$ cat src/hw/bpsc_pkg.sv
/*
  Package for the backplane system-control block: register map, control
  field positions, interrupt bits, timing constants and carrier structs.
  Assumes a 200 MHz hclk and a single AHB-Lite master.
*/
package bpsc_pkg;

  // Timing
  localparam int CLK_NS = 5;
  localparam int BTO_MIN_US = 72;
  localparam int BTO_MAX_US = 82;
  localparam int BTO_CYCLES = (BTO_MIN_US * 1000 + CLK_NS - 1) / CLK_NS;
  localparam int PWRUP_NS = 200;
  localparam int PWRUP_CYCLES = (PWRUP_NS + CLK_NS - 1) / CLK_NS;

  // Register word indices (byte address bits 3:2)
  localparam logic [1:0] REG_CTRL = 2'h0;
  localparam logic [1:0] REG_STATUS = 2'h1;
  localparam logic [1:0] REG_INT_STAT = 2'h2;
  localparam logic [1:0] REG_INT_MASK = 2'h3;

  // Control register layout
  typedef struct packed {
    logic board_failure_flag; // 15
    logic rx_clock_opt; // 14: DTE rx timing feeds controller
    logic [1:0] grant_level; // 13:12
    logic irq3_out_req; // 11
    logic [6:0] irq_en; // 10:4, level 7..1
    logic irq3_out_en; // 3
    logic port_b_dce; // 2
    logic rsvd; // 1
    logic syscon; // 0
  } bpsc_ctrl_t;
  localparam logic [15:0] CTRL_RESET = 16'h0000;

  // Interrupt bit positions
  localparam int INT_W = 4;
  localparam int INT_TIMEOUT = 0;
  localparam int INT_MASTER_BERR = 1;
  localparam int INT_SYSRESET = 2;
  localparam int INT_SYSFAIL = 3;

  // Status register bit positions
  localparam int ST_SYSFAIL = 0;
  localparam int ST_BERR = 1;
  localparam int ST_SYSRESET = 2;
  localparam int ST_IRQ_LO = 3;
  localparam int ST_LWORD = 6;
  localparam int ST_TIMEOUT = 7;

  // Open-drain or three-state pin seen from the block
  typedef struct packed {
    logic out;
    logic oe;
  } bpsc_pin_t;

endpackage

$ cat src/hw/bpsc_top.sv
/*
  Backplane system-control logic: bus timeout, system reset, system fail,
  longword, interrupt levels, address drivers, bus grant pass-through and
  serial port B steering, with an AHB-Lite register slave.
  Assumes one AHB-Lite master, pins synchronous to hclk, and an outside
  wire resolver for every out/oe pin pair.
*/
`timescale 1ns/1ps
`default_nettype none
module bpsc_top #(
  parameter logic [15:0] BTO_LIMIT = 16'(bpsc_pkg::BTO_CYCLES)
) (
  input wire logic hclk,
  input wire logic hresetn,
  // AHB-Lite slave
  input wire logic hsel,
  input wire logic [31:0] haddr,
  input wire logic [1:0] htrans,
  input wire logic hwrite,
  input wire logic [2:0] hsize,
  input wire logic [31:0] hwdata,
  input wire logic hready,
  output logic hreadyout,
  output logic hresp,
  output logic [31:0] hrdata,
  output logic irq_out,
  // Bus timeout and bus error
  input wire logic [1:0] ds_n,
  input wire logic berr_n_in,
  output logic berr_n_out,
  output logic berr_oe,
  input wire logic master_active,
  output logic local_berr_exc,
  // System reset
  input wire logic reset_switch,
  input wire logic watchdog_timeout,
  input wire logic remote_reset_n,
  input wire logic sysreset_n_in,
  output logic sysreset_n_out,
  output logic sysreset_oe,
  output logic board_reset_n,
  // System fail
  input wire logic sysfail_n_in,
  output logic sysfail_n_out,
  output logic sysfail_oe,
  // Longword and address
  input wire logic local_xfer_32,
  input wire logic lword_n_in,
  output logic lword_n_out,
  output logic lword_oe,
  output logic slave_access_32,
  input wire logic [15:0] local_addr,
  input wire logic [15:0] addr_in,
  output logic [15:0] addr_out,
  output logic addr_oe,
  output logic [15:0] slave_addr,
  // Interrupt request lines, index 0 is level 1
  input wire logic [6:0] irq_n_in,
  output logic irq3_n_out,
  output logic irq3_oe,
  output logic [2:0] irq_level,
  // Bus grant daisy chain
  input wire logic [3:0] bg_in_n,
  output logic [3:0] bg_out_n,
  input wire logic bus_request_local,
  // Serial port B
  input wire logic serial_tx_clock_out_b,
  input wire logic serial_terminal_ready_out_b,
  output logic serial_rx_clock_in_b,
  output logic serial_carrier_detect_in_b,
  output logic port_b_tx_element_timing_dce,
  output logic port_b_tx_element_timing_oe,
  input wire logic port_b_rx_element_timing_in,
  output logic port_b_rx_element_timing_dce,
  output logic port_b_rx_element_timing_oe,
  input wire logic dtr_in,
  output logic dtr_out,
  output logic dtr_oe
);

  // Whole state of the block
  typedef struct packed {
    logic [15:0] ctrl;
    logic [3:0] int_stat;
    logic [3:0] int_mask;
    logic dp_wr; // Write data phase pending
    logic [1:0] dp_idx; // Register index of that phase
    logic [31:0] rdata;
    logic berr_drive;
    logic berr_exc;
    logic [7:0] pwrup_cnt;
    logic sysreset_drive;
    logic board_rst;
    logic sysreset_q;
    logic sysfail_q;
    logic lword_slave;
    logic [15:0] slave_addr;
  } bpsc_state_t;

  bpsc_state_t state_reg;
  bpsc_state_t state_next;
  bpsc_pkg::bpsc_ctrl_t ctrl; // Typed view of the control word
  logic strobe; // Any data strobe active
  logic expired; // Timeout counter reached its limit
  logic [3:0] int_evt; // Event pulses into the sticky bits
  logic [31:0] status_word; // Live status for reads
  logic addr_take; // Address phase accepted
  logic sysreset_cause; // Any reason to drive system reset

  assign ctrl = state_reg.ctrl;
  assign strobe = ~&ds_n;

  // Strobe timeout counter
  bpsc_timeout #(
    .LIMIT(BTO_LIMIT)
  ) u_timeout (
    .hclk(hclk),
    .hresetn(hresetn),
    .strobe(strobe),
    .expired(expired)
  );

  // Interrupt priority encoder, each level only when its irq_en bit is set
  bpsc_irq_prio u_irq (
    .hclk(hclk),
    .hresetn(hresetn),
    .irq_n(irq_n_in),
    .irq_en(ctrl.irq_en),
    .level(irq_level)
  );

  // Causes of system reset while system controller
  always_comb begin
    sysreset_cause = reset_switch || watchdog_timeout || !remote_reset_n
      || (state_reg.pwrup_cnt != 8'(bpsc_pkg::PWRUP_CYCLES));
  end

  // Events that set sticky interrupt bits; edges only, so a held line
  // does not keep re-setting a bit that software just cleared
  always_comb begin
    int_evt = '0;
    int_evt[bpsc_pkg::INT_TIMEOUT] = ctrl.syscon && expired && !state_reg.berr_drive;
    int_evt[bpsc_pkg::INT_MASTER_BERR] = master_active && !berr_n_in && !state_reg.berr_exc;
    int_evt[bpsc_pkg::INT_SYSRESET] = !sysreset_n_in && !state_reg.sysreset_q;
    int_evt[bpsc_pkg::INT_SYSFAIL] = !sysfail_n_in && !state_reg.sysfail_q;
  end

  // Live status word
  always_comb begin
    status_word = '0;
    status_word[bpsc_pkg::ST_SYSFAIL] = !sysfail_n_in;
    status_word[bpsc_pkg::ST_BERR] = !berr_n_in;
    status_word[bpsc_pkg::ST_SYSRESET] = !sysreset_n_in;
    status_word[bpsc_pkg::ST_IRQ_LO +: 3] = irq_level;
    status_word[bpsc_pkg::ST_LWORD] = state_reg.lword_slave;
    status_word[bpsc_pkg::ST_TIMEOUT] = expired;
  end

  assign addr_take = hsel && hready && htrans[1];

  // Next state
  always_comb begin
    state_next = state_reg;
    // Bus slave: zero wait, read data captured in the address phase
    state_next.dp_wr = addr_take && hwrite;
    if (addr_take) begin
      state_next.dp_idx = haddr[3:2];
    end
    if (addr_take && !hwrite) begin
      case (haddr[3:2])
        bpsc_pkg::REG_CTRL: state_next.rdata = {16'h0000, state_reg.ctrl};
        bpsc_pkg::REG_STATUS: state_next.rdata = status_word;
        bpsc_pkg::REG_INT_STAT: state_next.rdata = {28'h0000000, state_reg.int_stat};
        bpsc_pkg::REG_INT_MASK: state_next.rdata = {28'h0000000, state_reg.int_mask};
        default: state_next.rdata = '0;
      endcase
    end
    // Write data phase
    if (state_reg.dp_wr) begin
      case (state_reg.dp_idx)
        bpsc_pkg::REG_CTRL: state_next.ctrl = hwdata[15:0];
        bpsc_pkg::REG_INT_STAT: state_next.int_stat = state_reg.int_stat & ~hwdata[3:0];
        bpsc_pkg::REG_INT_MASK: state_next.int_mask = hwdata[3:0];
        default: state_next.ctrl = state_reg.ctrl;
      endcase
    end
    // A new event wins over a clear in the same cycle
    state_next.int_stat = state_next.int_stat | int_evt;
    state_next.berr_drive = ctrl.syscon && strobe && (state_reg.berr_drive || expired);
    state_next.berr_exc = master_active && !berr_n_in;
    // Power-up stretch after reset release
    if (state_reg.pwrup_cnt != 8'(bpsc_pkg::PWRUP_CYCLES)) begin
      state_next.pwrup_cnt = state_reg.pwrup_cnt + 8'h01;
    end
    state_next.sysreset_drive = ctrl.syscon && sysreset_cause;
    state_next.board_rst = !sysreset_n_in || state_reg.sysreset_drive;
    state_next.sysreset_q = !sysreset_n_in;
    state_next.sysfail_q = !sysfail_n_in;
    if (!master_active && strobe) begin
      state_next.lword_slave = !lword_n_in;
      state_next.slave_addr = addr_in;
    end
  end

  // Register the state
  always_ff @(posedge hclk or negedge hresetn) begin
    if (!hresetn) begin
      state_reg <= '0;
    end else begin
      state_reg <= state_next;
    end
  end

  // Bus slave answers at once, always OKAY
  assign hreadyout = 1'b1;
  assign hresp = 1'b0;
  assign hrdata = state_reg.rdata;
  assign irq_out = |(state_reg.int_stat & state_reg.int_mask);

  // Open-drain bus error
  assign berr_n_out = 1'b0;
  assign berr_oe = state_reg.berr_drive;
  assign local_berr_exc = state_reg.berr_exc;

  // System reset and board reset
  assign sysreset_n_out = 1'b0;
  assign sysreset_oe = state_reg.sysreset_drive;
  assign board_reset_n = !state_reg.board_rst;

  assign sysfail_n_out = 1'b0;
  assign sysfail_oe = !ctrl.syscon && ctrl.board_failure_flag;

  assign lword_n_out = !local_xfer_32;
  assign lword_oe = master_active;
  assign slave_access_32 = state_reg.lword_slave;

  assign addr_out = local_addr;
  assign addr_oe = master_active;
  assign slave_addr = state_reg.slave_addr;

  assign irq3_n_out = 1'b0;
  assign irq3_oe = ctrl.irq3_out_en && ctrl.irq3_out_req;

  // Grant chain; only the configured level may be held back
  always_comb begin
    bg_out_n = bg_in_n;
    bg_out_n[ctrl.grant_level] = bg_in_n[ctrl.grant_level] || bus_request_local;
  end

  // Serial clocks are steered, not registered, so edges keep their phase
  // tx element timing in DCE
  assign port_b_tx_element_timing_dce = serial_tx_clock_out_b;
  assign port_b_tx_element_timing_oe = ctrl.port_b_dce;
  assign port_b_rx_element_timing_dce = serial_tx_clock_out_b;
  assign port_b_rx_element_timing_oe = ctrl.port_b_dce;
  assign serial_rx_clock_in_b = !ctrl.port_b_dce && ctrl.rx_clock_opt
    && port_b_rx_element_timing_in;
  assign serial_carrier_detect_in_b = ctrl.port_b_dce && dtr_in;
  assign dtr_out = serial_terminal_ready_out_b;
  assign dtr_oe = !ctrl.port_b_dce;
endmodule
`default_nettype wire

$ cat src/hw/bpsc_timeout.sv
/*
  Data strobe timeout counter. Counts while the strobe is active and
  flags expiry once the limit is reached. Assumes strobe is synchronous.
*/
`timescale 1ns/1ps
`default_nettype none
module bpsc_timeout #(
  parameter logic [15:0] LIMIT = 16'(bpsc_pkg::BTO_CYCLES)
) (
  input wire logic hclk,
  input wire logic hresetn,
  input wire logic strobe,
  output logic expired
);

  // Whole state of the counter
  typedef struct packed {
    logic [15:0] count;
    logic expired;
  } bpsc_to_state_t;

  bpsc_to_state_t state_reg;
  bpsc_to_state_t state_next;

  // Next state: restart on every released strobe
  always_comb begin
    state_next = state_reg;
    if (!strobe) begin
      state_next.count = 16'h0000;
      state_next.expired = 1'b0;
    end else if (state_reg.count != LIMIT) begin
      state_next.count = state_reg.count + 16'h0001;
    end
    if (strobe && state_next.count == LIMIT) begin
      state_next.expired = 1'b1;
    end
  end

  // Register the state
  always_ff @(posedge hclk or negedge hresetn) begin
    if (!hresetn) begin
      state_reg <= '0;
    end else begin
      state_reg <= state_next;
    end
  end

  assign expired = state_reg.expired;
endmodule
`default_nettype wire

$ cat src/hw/bpsc_irq_prio.sv
/*
  Interrupt priority encoder for seven backplane request levels.
  Assumes active-low request lines sampled on hclk.
*/
`timescale 1ns/1ps
`default_nettype none
module bpsc_irq_prio (
  input wire logic hclk,
  input wire logic hresetn,
  input wire logic [6:0] irq_n,
  input wire logic [6:0] irq_en,
  output logic [2:0] level
);

  // Whole state: the encoded level
  typedef struct packed {
    logic [2:0] level;
  } bpsc_irq_state_t;

  bpsc_irq_state_t state_reg;
  bpsc_irq_state_t state_next;

  always_comb begin
    state_next.level = 3'h0;
    for (int i = 0; i < 7; i++) begin
      // Later, higher levels overwrite lower ones
      if (!irq_n[i] && irq_en[i]) begin
        state_next.level = 3'(i + 1);
      end
    end
  end

  // Register the level
  always_ff @(posedge hclk or negedge hresetn) begin
    if (!hresetn) begin
      state_reg <= '0;
    end else begin
      state_reg <= state_next;
    end
  end

  assign level = state_reg.level;
endmodule
`default_nettype wire

$ cat config.mk
export PLATFORM = sky130hd
export DESIGN_NAME = bpsc_top
export DESIGN_NICKNAME = d
export VERILOG_FILES = /design/src/hw/bpsc_pkg.sv /design/src/hw/bpsc_top.sv /design/src/hw/bpsc_timeout.sv /design/src/hw/bpsc_irq_prio.sv
export SDC_FILE = /design/constraint.sdc
export NUM_CORES = 1
export LEC_CHECK = 0
export BUFFER_PORTS_ARGS = -buffer_cell sky130_fd_sc_hd__buf_2
export CAP_MARGIN = 20
export CELL_PAD_IN_SITES_DETAIL_PLACEMENT = 0
export CELL_PAD_IN_SITES_GLOBAL_PLACEMENT = 2
export CORE_MARGIN = 4
export CORE_UTILIZATION = 27
export DETAILED_ROUTE_END_ITERATION = 7
export PLACE_DENSITY = 0.88
export SYNTH_ARGS = -nofsm -noshare
export SYNTH_HDL_FRONTEND = slang
export SYNTH_SLANG_ARGS = --single-unit
$ cat constraint.sdc
create_clock -name hclk -period 2.65 [get_ports hclk]
set_clock_uncertainty 0.15 [all_clocks]
set_input_delay 0.3975 -clock hclk [delete_from_list [all_inputs] [get_ports hclk]]
set_output_delay 0.3975 -clock hclk [all_outputs]
set_load 0.1 [all_outputs]
; Yosys cells after proc, flatten, opt, wreduce, memory -nomap -nowiden
; Cells that the tools add are included.
[totals]
reg_bits = 110
out_inout_bits = 96
input_bits = 133
word_cells = 118
[op_classes]
n_eq_ne = 8
n_bitwise = 4
n_mux = 20
n_reduce_logical = 64
add_sub_neg = 2
magnitude_cmp = 2
[ops]
columns = operator, n
row1 = $pmux W32 S4, 1
row2 = $mux W16, 2
row3 = $logic_and A1 B1 Y1, 28
row4 = $logic_not A1 Y1, 23
row5 = $mux W3, 6
row6 = $add A16 B1 Y16 const B, 1
row7 = $eq A16 B14 Y1 const B, 1
row8 = $ne A16 B14 Y1 const B, 1
row9 = $add A8 B1 Y8 const B, 1
row10 = $and A4 B4 Y4, 2
row11 = $eq A2 B2 Y1 const B, 4
row12 = $mux W4, 2
row13 = $mux W8, 1
row14 = $ne A8 B6 Y1 const B, 1
row15 = $logic_or A1 B1 Y1, 6
row16 = $reduce_and A2 Y1, 3
row17 = $mux W1, 5
row18 = $bwmux W4, 1
row19 = $logic_not A2 Y1, 2
row20 = $not A4 Y4, 1
row21 = $or A4 B4 Y4, 1
row22 = $reduce_or A4 Y1, 1
row23 = $lt A2 B3 Y1 const B, 1
row24 = $bmux W1 S2, 1
row25 = 4 further kinds, 4

; Longest topological paths before layout
; Gate-level depths: netlist of the first run.
[depth]
ltp_word = 9
mapped_depth = 8
mapped_depth_nobuf = 8

; Modules after synthesis
; From an unflattened synthesis of the first run, not the netlist that was laid out.
[hier_totals]
hier_cells = 456
area_unflattened_um2 = 4893.4
[modules_own_cells]
columns = module, instances, cells_per_inst, area_each_um2
row1 = bpsc_top, 1, 324, 3657.3
row2 = bpsc_timeout, 1, 112, 1056.0
row3 = bpsc_irq_prio, 1, 20, 180.2

; Worst setup path before layout of the first run
; Ideal clock, no wire load.
[synth_path]
path_type = reg2out
startpoint = register state_reg (netlist bit ctrl[2])
endpoint = output serial_rx_clock_in_b
arrival_ns = 2.462
stages_incl_launch_ff = 3
setup_slack_ns = -0.360
t_required_ns = 2.102
cell_sequence = dfrtp_1 -> inv_1 -> and3_1
[synth_between]
elab_chain_len = 3
[synth_lines]
columns = element, line
row1 = "start, declared", bpsc_top.sv:100  ; bpsc_state_t state_reg;
row2 = "start signal, assigned", bpsc_top.sv:210  ; state_reg <= state_next;
row3 = $logic_not A1 Y1, n/a
row4 = named net dtr_oe, bpsc_top.sv:78  ; output logic dtr_oe
row5 = $logic_and A1 B1 Y1, bpsc_top.sv:256  ; assign serial_rx_clock_in_b = !ctrl.port_b_dce && ctrl.rx_clock_opt
row6 = $logic_and A1 B1 Y1, bpsc_top.sv:257  ; && port_b_rx_element_timing_in;
row7 = "end, declared", bpsc_top.sv:69  ; output logic serial_rx_clock_in_b,
; The timed path passes the listed nets, and every way through them passes these cells.

; Worst setup path in the final report of the first run
[layout_path]
startpoint = register u_timeout.state_reg[1] (netlist bit)
endpoint = register u_timeout.state_reg (netlist bit u_timeout.expired)
[layout_between]
elab_chain_len = 6
[layout_lines]
columns = element, line
row1 = "start, declared", bpsc_timeout.sv:22  ; bpsc_to_state_t state_reg;
row2 = "start signal, assigned", bpsc_timeout.sv:44  ; state_reg <= state_next;
row3 = $add A16 B1 Y16 or $ne A16 B14 Y1 (tied branches), "bpsc_timeout.sv:32, bpsc_timeout.sv:31"
row4 = $mux W16 (*), bpsc_timeout.sv:31  ; end else if (state_reg.count != LIMIT) begin
row5 = $mux W16 (*), bpsc_timeout.sv:28  ; if (!strobe) begin
row6 = $eq A16 B14 Y1 (*), bpsc_timeout.sv:34  ; if (strobe && state_next.count == LIMIT) begin
row7 = $logic_and A1 B1 Y1 (*), bpsc_timeout.sv:34
row8 = $mux W1 or $reduce_bool A2 Y1 (tied branches), n/a
; Every way passes the cells marked *; elsewhere a longest branch is shown, timed or not.
; A chain may end at the register's enable or synchronous reset.

==> results of run 1 <==
-- per-layer routing --
layer  vias up  share of wire
met3        13          0.085
met5         -         0.0012
met4         2         0.0090
met2       106           0.49
li1       1605              -
met1      1601           0.42
-- timing repair --
| item | CTS | global route |
|---|---|---|
| setup endpoints to repair | 0 | 1 |
| hold buffers | 1 | 0 |
| setup buffers | 0 | 2 |
| endpoints found under the hold margin | 15 | 0 |
| gates resized for setup | 0 | 1 |
-- power by group --
part	leakage (nW)	switching (mW)	internal, mW
registers	1.17	0.223	1.70
logic	1.32	1.70	0.415
clock network	0.144	0.577	0.743
-- worst paths after layout --
path	startpoint	end	slack [ns]
worst max register to register	u_timeout.state_reg[1]$_DFF_PN0_	u_timeout.expired$_DFFE_PN0P_	0.16
worst max-delay path	u_timeout.state_reg[1]$_DFF_PN0_	u_timeout.expired$_DFFE_PN0P_	0.16
worst min register to register	state_reg[18]$_DFF_PN0_	state_reg[72]$_DFF_PN0_	0.29
max in group asynchronous	hresetn	slave_addr[4]$_DFFE_PN0P_	1.15
worst min-delay path	sysfail_n_in	state_reg[17]$_DFF_PN0_	0.08
min in group asynchronous	hresetn	ctrl[12]$_DFFE_PN0P_	0.52
-- layout make-up --
type / count / area [sq um]
clock buffer: 9 / 225
clock inverter: 7 / 78.8
fill: 1809 / 11800
inverter: 21 / 82.6
multi-input combinational: 275 / 1830
sequential: 94 / 2350
tap: 225 / 282
timing repair buffer: 130 / 696
-- through the flow --
stage	hold slack (ns)	std cells	area [sq um]
after detailed placement	0.289	742	5210
after global routing	0.0778	761	5550
after floorplan	-0.0481	480	4880
after global placement	0.255	742	5210
after CTS	0.0660	759	5530
final	0.0842	761	5550
-- layout by cell type (no fill, tap or decap), drive strengths merged, types with 2 or more instances in the layout --
| cell type | instances |
|---|---|
| mux2i | 5 |
| nor2 | 22 |
| inv | 23 |
| nand4 | 5 |
| and3 | 8 |
| nand2 | 43 |
| nor4 | 6 |
| o31ai | 6 |
| a22oi | 2 |
| clkinvlp | 3 |
| and2 | 3 |
| or4 | 2 |
| mux2 | 34 |
| mux4 | 2 |
| o211ai | 2 |
| dfrtp | 94 |
| o21ai | 34 |
| xnor2 | 17 |
| buf | 129 |
| nor4bb | 2 |
| nor2b | 6 |
| xor2 | 4 |
| or3 | 3 |
| clkbuf | 9 |
| conb | 22 |
| a211oi | 2 |
| a31oi | 2 |
| a21oi | 8 |
| nand2b | 5 |
| nand3 | 11 |
| ha | 4 |
| nor3 | 4 |
| a31o | 4 |
-- kinds of logic (layout without fill, tap and decap cells) --
kind of cell	Yosys count	count (layout)	share of synthesized area
flops	94	94	0.490
xor+xnor	21	21	0.0383
mux	41	41	0.0996
simple gates	123	123	0.133
buf+inv	111	167	0.147
fa+ha+maj	4	4	0.0104
other cells	2	22	0.00156
compound gates	64	64	0.0803
==> results.yml, run 1 <==
status:
  outcome: "completed"
cts:
  cts_root_buf: "clkbuf_16"
  cts_tree: "yes"
  clk_pin_slew_worst_paths_ns: 0.07
  insertion_delay_ns: 0.34
  cts_max_path_buffers: 2
  cts_buffers: 9
  htreeDepth: 3
  cts.sink_count: 94
place:
  post-place-ws_ns: 0.123
  dp_hpwl_microns: 8200
  port_buffers: 119
  gp_congestion: 0.873
floorplanning:
  core_area_sq_um: 17400
  die_w_microns: 141
  die-area_sq_um: 20000
  start_util: 0.277
  die_h_microns: 141
  fp-row-count: 48
  io_pins: 229
global_route:
  use_met1: 0.128
  grt_use_met3: 0.0421
  grt_max_degree: 60
  met2_usage: 0.182
  grt_busiest_layer: "met2"
  grt_pass1_vias: 3333
  grt_pass1_wl_microns: 17100
  grt_use_total: 0.107
  antenna_found_initial: 1
  grt_overflow: 0
worst_setup_path:
  endpoint_kind: "register"
  cp_num_cells: 7
  slowest_delay_ns: 0.55
  crit_path_start_kind: "register"
  required_ns: 2.76
  path_cells: "ha_1 -> nand3_1 -> nor3_4 -> and3_1 -> xnor2_1 -> or4_1 -> o31ai_2"
  cpLargestDelayFamily: "simple AND/OR/NAND/NOR gates"
  crit_type: "register to register"
  cp_slowest_cell: "or4_1"
  critPathArrivalTime_ns: 2.60
  r2r_cells: 7
  crit_fanout: 5
  critPathBufInv: 0
cells_and_area:
  largest_reg_flops: 22
  syn_to_final_growth_pct: 15.6
  num_antenna_cells: 0
  layout-drive-gt1-share: 0.368
  finalNetCount: 668
  final_core_util: 0.320
sta:
  setup_tns_ns: 0
  finalCritPeriodShare: 0.939
  rsz0062_at_grt: "no"
  finalCriticalPeriod_ns: 2.49
  setup_violations: 0
  hold_violations: 0
  relSlewSlack: 0.478
  clock.fmax_mhz: 402
  worstMarginPinSlew_ns: 0.783
  slew_viol_final: 0
  worst_slack_ns: 0.161
power_and_ir_drop:
  power-per-cell-area_nw_per_um2: 967
  power_mw: 5.37
  leakage_nw: 2.63
  vdd_drop_max_v: 0.000599
synthesis:
  synth_area_per_cell_sq_um: 10.4
  synth_area_sq_um: 4800
  synth_top_area_frac: 0.490
  synth_commonest_cells: "dfrtp_1 (94), buf_4 (76), nand2_1 (43), mux2_2 (34), o21ai_0 (34)"
  synth.most_common_cell: "dfrtp_1"
  synth_ff_type: "dfrtp_1"
  synth_cell_types: 48
  synthArstFlopShare: 1.00
  synth-warning-count: 0
  synth.largest_area_cell: "dfrtp_1"
  yosys-top-cells-area: "dfrtp_1 (49%), buf_4 (12%), mux2_2 (8.0%)"
  synth-edff-count: 0
  yosysSeqAreaShare: 0.490
  ys_ff_latch: 94
  synthCells: 460
flow_run:
  maxCapViolations: 0
detailed_routing:
  first_pass_iters: 4
  drc: 0
  ant_nets: 0
  viasPerCell: 4.37
  vias: 3327
  detailedRoute.firstIterationViolations: 143
  wl_per_cell_microns: 14.1
  wl_microns: 10700
hold_path:
  hp-class: "input port to register"
  hold_depth: 2
(Power assumes the default switching activity.)
==> run 2, diff against run 1 <==
--- a/config.mk
+++ b/config.mk
@@ -12,7 +12,7 @@
 export CORE_MARGIN = 4
 export CORE_UTILIZATION = 27
 export DETAILED_ROUTE_END_ITERATION = 7
-export PLACE_DENSITY = 0.88
+export PLACE_DENSITY_LB_ADDON = 0.1
 export SYNTH_ARGS = -nofsm -noshare
 export SYNTH_HDL_FRONTEND = slang
 export SYNTH_SLANG_ARGS = --single-unit
==> constraint.sdc (replaced) <==
create_clock -name hclk -period 2.65 [get_ports hclk]
set_clock_uncertainty 0.15 [all_clocks]
set_input_delay 0.3975 -clock hclk [delete_from_list [all_inputs] [get_ports hclk]]
set_output_delay 0.3975 -clock hclk [all_outputs]
set_load 0.02 [all_outputs]
==> run 2 against run 1 <==
  * Hold slack got worse by 0.0090 ns
  * Global-route usage increased by 1.0 points
  * Via count decreased by 1.9%
  * Critical path type unchanged
  * Critical endpoint unchanged
==> results.yml, run 2 (synthesis gave the netlist of run 1 again) <==
worst_setup_path:
  r2r_cells: 7
  r2r_slack_ns: 0.19
  reg2reg_to: "u_timeout.expired$_DFFE_PN0P_"
  r2r_start: "u_timeout.state_reg[1]$_DFF_PN0_"
  crit_fanout: 5
  crit_path_start_kind: "register"
  required_ns: 2.76
  crit_start: "u_timeout.state_reg[1]$_DFF_PN0_"
  critPathArrivalTime_ns: 2.56
  crit_type: "register to register"
  endpoint_kind: "register"
cts:
  insertion_delay_ns: 0.34
  clk_pin_slew_worst_paths_ns: 0.07
  cts_root_buf: "clkbuf_16"
  cts_resized: 0
  cts_buffers: 9
  htreeDepth: 3
  cts_max_path_buffers: 2
  cts.sink_count: 94
  cts_tree: "yes"
power_and_ir_drop:
  leakage_nw: 2.64
  combPwrFrac: 0.241
  power_mw: 4.23
  power_switching_mw: 1.35
  swShare: 0.318
  power-per-cell-area_nw_per_um2: 761
  pwr-share-seq: 0.450
  intPower_mw: 2.89
  vdd_drop_max_v: 0.000313
  clkPwrFrac: 0.310
global_route:
  grt_overflow: 0
  grt_pass1_wl_microns: 18300
  grt_use_total: 0.117
  grt_pass1_vias: 3465
  antenna_found_initial: 0
  grt_max_degree: 44
sta:
  relSlewSlack: 0.528
  finalCritPeriodShare: 0.928
  setup_tns_ns: 0
  worstMarginPinSlew_ns: 0.706
  slew_viol_final: 0
  hold_violations: 0
  setup_violations: 0
  clock.fmax_mhz: 407
  finalCriticalPeriod_ns: 2.46
  rsz0062_at_grt: "no"
detailed_routing:
  vias: 3263
  ant_nets: 0
  first_pass_iters: 4
  wl_microns: 11300
  wl_per_cell_microns: 14.7
  viasPerCell: 4.27
  detailedRoute.firstIterationViolations: 103
  drc: 0
floorplanning:
  die-area_sq_um: 20000
  start_util: 0.277
  core_area_sq_um: 17400
  fp-row-count: 48
  io_pins: 229
  die_w_microns: 141
  die_h_microns: 141
flow_run:
  maxCapViolations: 0
cells_and_area:
  syn_to_final_growth_pct: 15.9
  final_cells: 764
  finalNetCount: 672
  largest_reg_flops: 22
  design_area_sq_um: 5560
  final_common_cell: "buf_2"
  layout-drive-gt1-share: 0.365
  num_antenna_cells: 0
  mostFrequentLayoutCells: "buf_2 (118), dfrtp_1 (94), nand2_1 (43)"
place:
  port_buffers: 119
  placed_cells: 748
  gp_congestion: 0.730
  place_area_sq_um: 5250
  dp_hpwl_microns: 8620
hold_path:
  holdPathEnd: "sysreset_oe$_DFF_PN0_"
  hold_depth: 2
  hp-class: "input port to register"
  min-delay-start: "remote_reset_n"
status:
  outcome: "completed"
==> run 2: changes by cell type in the layout (fill, tap and decap cells not counted), sizes merged <==
cell	delta
inv	-1
clkinvlp	-1
clkbuf	+1
buf	+4
==> run 2: area by class of cell <==
class | count | area, sq um
repair buffers | 134 | 729
fillers | 1816 | 11800
flip-flops and latches | 94 | 2350
clock inverters | 5 | 58.8
well taps | 225 | 282
inverters | 21 | 78.8
multi-input cells | 275 | 1820
clock buffers | 10 | 239
==> run 2: metal layers <==
layer  up-vias  routed length (microns)  global-route usage
li1       1610                        -                   -
met1      1556                     4920               0.144
met2        79                     5440               0.192
met3        18                      690              0.0297
met4         0                      216              0.0515
met5         -                        0                   0
==> run 2: through the flow <==
stage	setup slack [ns]	util	hold WS, ns
3_5_place_dp	0.181	0.303	0.163
3_3_place_gp	0.130	0.302	0.166
6_report	0.191	0.320	0.0753
2_1_floorplan	0.399	-	-0.0481
5_1_grt	0.00388	0.320	0.0780
4_1_cts	0.160	0.320	0.0600
==> run 2: worst max path at each step <==
stage                                                to  depth (start not counted)
final                     u_timeout.expired$_DFFE_PN0P_                          7
after CTS                 u_timeout.expired$_DFFE_PN0P_                          7
after floorplan           u_timeout.expired$_DFFE_PN0P_                          7
after global placement        slave_addr[4]$_DFFE_PN0P_                          4
after global routing      u_timeout.expired$_DFFE_PN0P_                          7
after detailed placement  u_timeout.expired$_DFFE_PN0P_                          7
==> run 2: power by group through the flow <==
stage | registers [mW] | logic [mW] | clock network (mW)
finish | 1.90 | 1.02 | 1.31
global placement | 1.94 | 1.03 | 0
detailed placement | 1.94 | 1.04 | 0
global route | 1.95 | 1.14 | 1.43
CTS | 1.91 | 1.05 | 1.38
floorplan | 1.91 | 0.846 | 0
==> run 2: worst max-delay path, stage by stage (launching register included) <==
cell and delay (ns):
dfrtp_1 0.46, ha_1 0.21, nand3_1 0.17, nor3_2 0.34, and3_1 0.23, xnor2_1 0.09
or4_1 0.54, o31ai_2 0.18
==> run 2: what timing repair did <==
action | 4_1_cts | 5_1_grt
endpoints found under the hold margin | 20 | 0
hold buffers | 1 | 0
setup buffers | 0 | 0
==> run 3, diff against run 2 <==
--- a/config.mk
+++ b/config.mk
@@ -6,9 +6,10 @@
 export NUM_CORES = 1
 export LEC_CHECK = 0
 export BUFFER_PORTS_ARGS = -buffer_cell sky130_fd_sc_hd__buf_2
-export CAP_MARGIN = 20
+export CAP_MARGIN = 5
 export CELL_PAD_IN_SITES_DETAIL_PLACEMENT = 0
 export CELL_PAD_IN_SITES_GLOBAL_PLACEMENT = 2
+export CORE_ASPECT_RATIO = 1.75
 export CORE_MARGIN = 4
 export CORE_UTILIZATION = 27
 export DETAILED_ROUTE_END_ITERATION = 7
==> run 3 against run 2 <==
  * Critical endpoint unchanged
  * Global-route usage rose by 0.47 points
  * Combinational power hardly changed
  * Total power grew 0.32%
  * Core utilization is essentially flat
  * First-iteration DRC count decreased by 14%
  * Die area increased by 0.42%
  * Setup slack lost 0.023 ns
  * Sequential share of layout area decreased by 0.26 points
  * Count of clock-buffer cells in the layout fell by 1
  * Clock power hardly changed
  * Largest cell class unchanged
  * Final cell count increased by 1.2%
==> results.yml, run 3 (synthesis gave the netlist of run 1 again) <==
status:
  outcome: "completed"
global_route:
  grt_pass1_wl_microns: 18400
  grt_overflow: 0
  grt_max_degree: 36
  antenna_found_initial: 0
  grt_use_total: 0.121
  grt_pass1_vias: 3452
flow_run:
  maxCapViolations: 0
place:
  placed_cells: 758
  dp_hpwl_microns: 9610
  port_buffers: 119
  post-place-ws_ns: 0.129
  gp_congestion: 0.734
power_and_ir_drop:
  power-per-cell-area_nw_per_um2: 758
  swShare: 0.325
  combPwrFrac: 0.245
  clkPwrFrac: 0.303
  power_switching_mw: 1.38
  power_mw: 4.25
  vdd_drop_max_v: 0.000274
  leakage_nw: 2.66
  intPower_mw: 2.87
  pwr-share-seq: 0.452
worst_setup_path:
  required_ns: 2.75
  crit_fanout: 6
  reg2reg_to: "u_timeout.expired$_DFFE_PN0P_"
  r2r_start: "u_timeout.state_reg[7]$_DFF_PN0_"
  r2r_slack_ns: 0.17
  crit_path_start_kind: "register"
  crit_type: "register to register"
  critPathArrivalTime_ns: 2.58
  r2r_cells: 6
  endpoint_kind: "register"
cells_and_area:
  final_cells: 773
  final_core_util: 0.321
  largest_reg_flops: 22
  num_antenna_cells: 0
  mostFrequentLayoutCells: "buf_2 (118), dfrtp_1 (92), nand2_1 (43)"
  syn_to_final_growth_pct: 16.7
  final_common_cell: "buf_2"
  layout-drive-gt1-share: 0.375
  finalNetCount: 676
detailed_routing:
  drc: 0
  detailedRoute.firstIterationViolations: 89
  wl_microns: 12200
  vias: 3323
  first_pass_iters: 4
  wl_per_cell_microns: 15.8
  viasPerCell: 4.30
  ant_nets: 0
sta:
  whs_ns: 0.0857
  worstMarginPinSlew_ns: 0.606
  finalCritPeriodShare: 0.937
  relSlewSlack: 0.594
  clock.fmax_mhz: 403
  worst_slack_ns: 0.168
  setup_violations: 0
  hold_violations: 0
  finalCriticalPeriod_ns: 2.48
  slew_viol_final: 0
hold_path:
  hp-class: "input port to register"
  holdPathEnd: "sysreset_oe$_DFF_PN0_"
  min-delay-start: "remote_reset_n"
  hold_depth: 2
floorplanning:
  start_util: 0.275
  die_h_microns: 184
  core_area_sq_um: 17500
  io_pins: 229
  die_w_microns: 109
  fp-row-count: 64
  die-area_sq_um: 20100
cts:
  cts_setup_buffers: 0
  cts_root_buf: "clkbuf_16"
  htreeDepth: 3
  clk_pin_slew_worst_paths_ns: 0.07
  cts_tree: "yes"
  insertion_delay_ns: 0.34
  cts_buffers: 9
  cts_max_path_buffers: 2
  cts.sink_count: 94
## run 3: cell count changes in the layout (fill, tap and decap cells not counted), sizes merged
cell,delta
buf,+4
clkbuf,-1
clkinv,-1
clkinvlp,+1
## run 3: power by group through the flow
stage | clock [mW] | sequential [mW] | combinational, mW
after detailed placement | 0 | 1.97 | 1.06
after global placement | 0 | 1.96 | 1.05
after global routing | 1.40 | 1.97 | 1.15
final | 1.28 | 1.92 | 1.04
after CTS | 1.34 | 1.94 | 1.06
after floorplan | 0 | 1.91 | 0.846
## run 3: worst max-delay path, stage by stage, from the launching register on
cell and delay, ns:
dfrtp_1 0.45, nand4_2 0.25, nor4_4 0.28, xnor2_1 0.13
or3_1 0.36, or4_1 0.55, o31ai_2 0.23
## run 3: per-stage QoR
| step | cell area [sq um] | TNS, ns |
|---|---|---|
| final | 5600 | 0 |
| after global routing | 5600 | -0.0151 |
| after CTS | 5580 | 0 |
| after detailed placement | 5290 | 0 |
| after global placement | 5290 | 0 |
| after floorplan | 4870 | 0 |
## run 3: timing repair
action,in CTS,in global routing
setup endpoints to repair,0,1
hold buffers,1,0
endpoints found under the hold margin,14,0
gates resized for setup,0,4
## run 3: routing by layer
layer / track usage / vias up / share of wire
li1: - / 1623 / -
met1: 0.126 / 1595 / 0.36
met2: 0.233 / 88 / 0.57
met3: 0.0238 / 17 / 0.045
met4: 0.0470 / 0 / 0.019
met5: 0 / - / 0
## run 3: cell type report
cell class,instances,area [sq um]
tap,231,289
multi-input combinational,275,1840
fill,1879,11900
clock buffer,9,225
sequential,94,2350
timing repair buffer,138,756
inverter,21,78.8
clock inverter,5,61.3
## run 3: worst max path at each step
stage / from / to / slack [ns] / cells after the start
6_report: u_timeout.state_reg[7]$_DFF_PN0_ / u_timeout.expired$_DFFE_PN0P_ / 0.17 / 6
5_1_grt: u_timeout.state_reg[7]$_DFF_PN0_ / u_timeout.expired$_DFFE_PN0P_ / -0.02 / 6
4_1_cts: u_timeout.state_reg[1]$_DFF_PN0_ / u_timeout.expired$_DFFE_PN0P_ / 0.11 / 6
3_5_place_dp: u_timeout.state_reg[1]$_DFF_PN0_ / u_timeout.expired$_DFFE_PN0P_ / 0.13 / 6
3_3_place_gp: u_timeout.state_reg[1]$_DFF_PN0_ / u_timeout.expired$_DFFE_PN0P_ / 0.11 / 7
2_1_floorplan: u_timeout.state_reg[1]$_DFF_PN0_ / u_timeout.expired$_DFFE_PN0P_ / 0.40 / 7
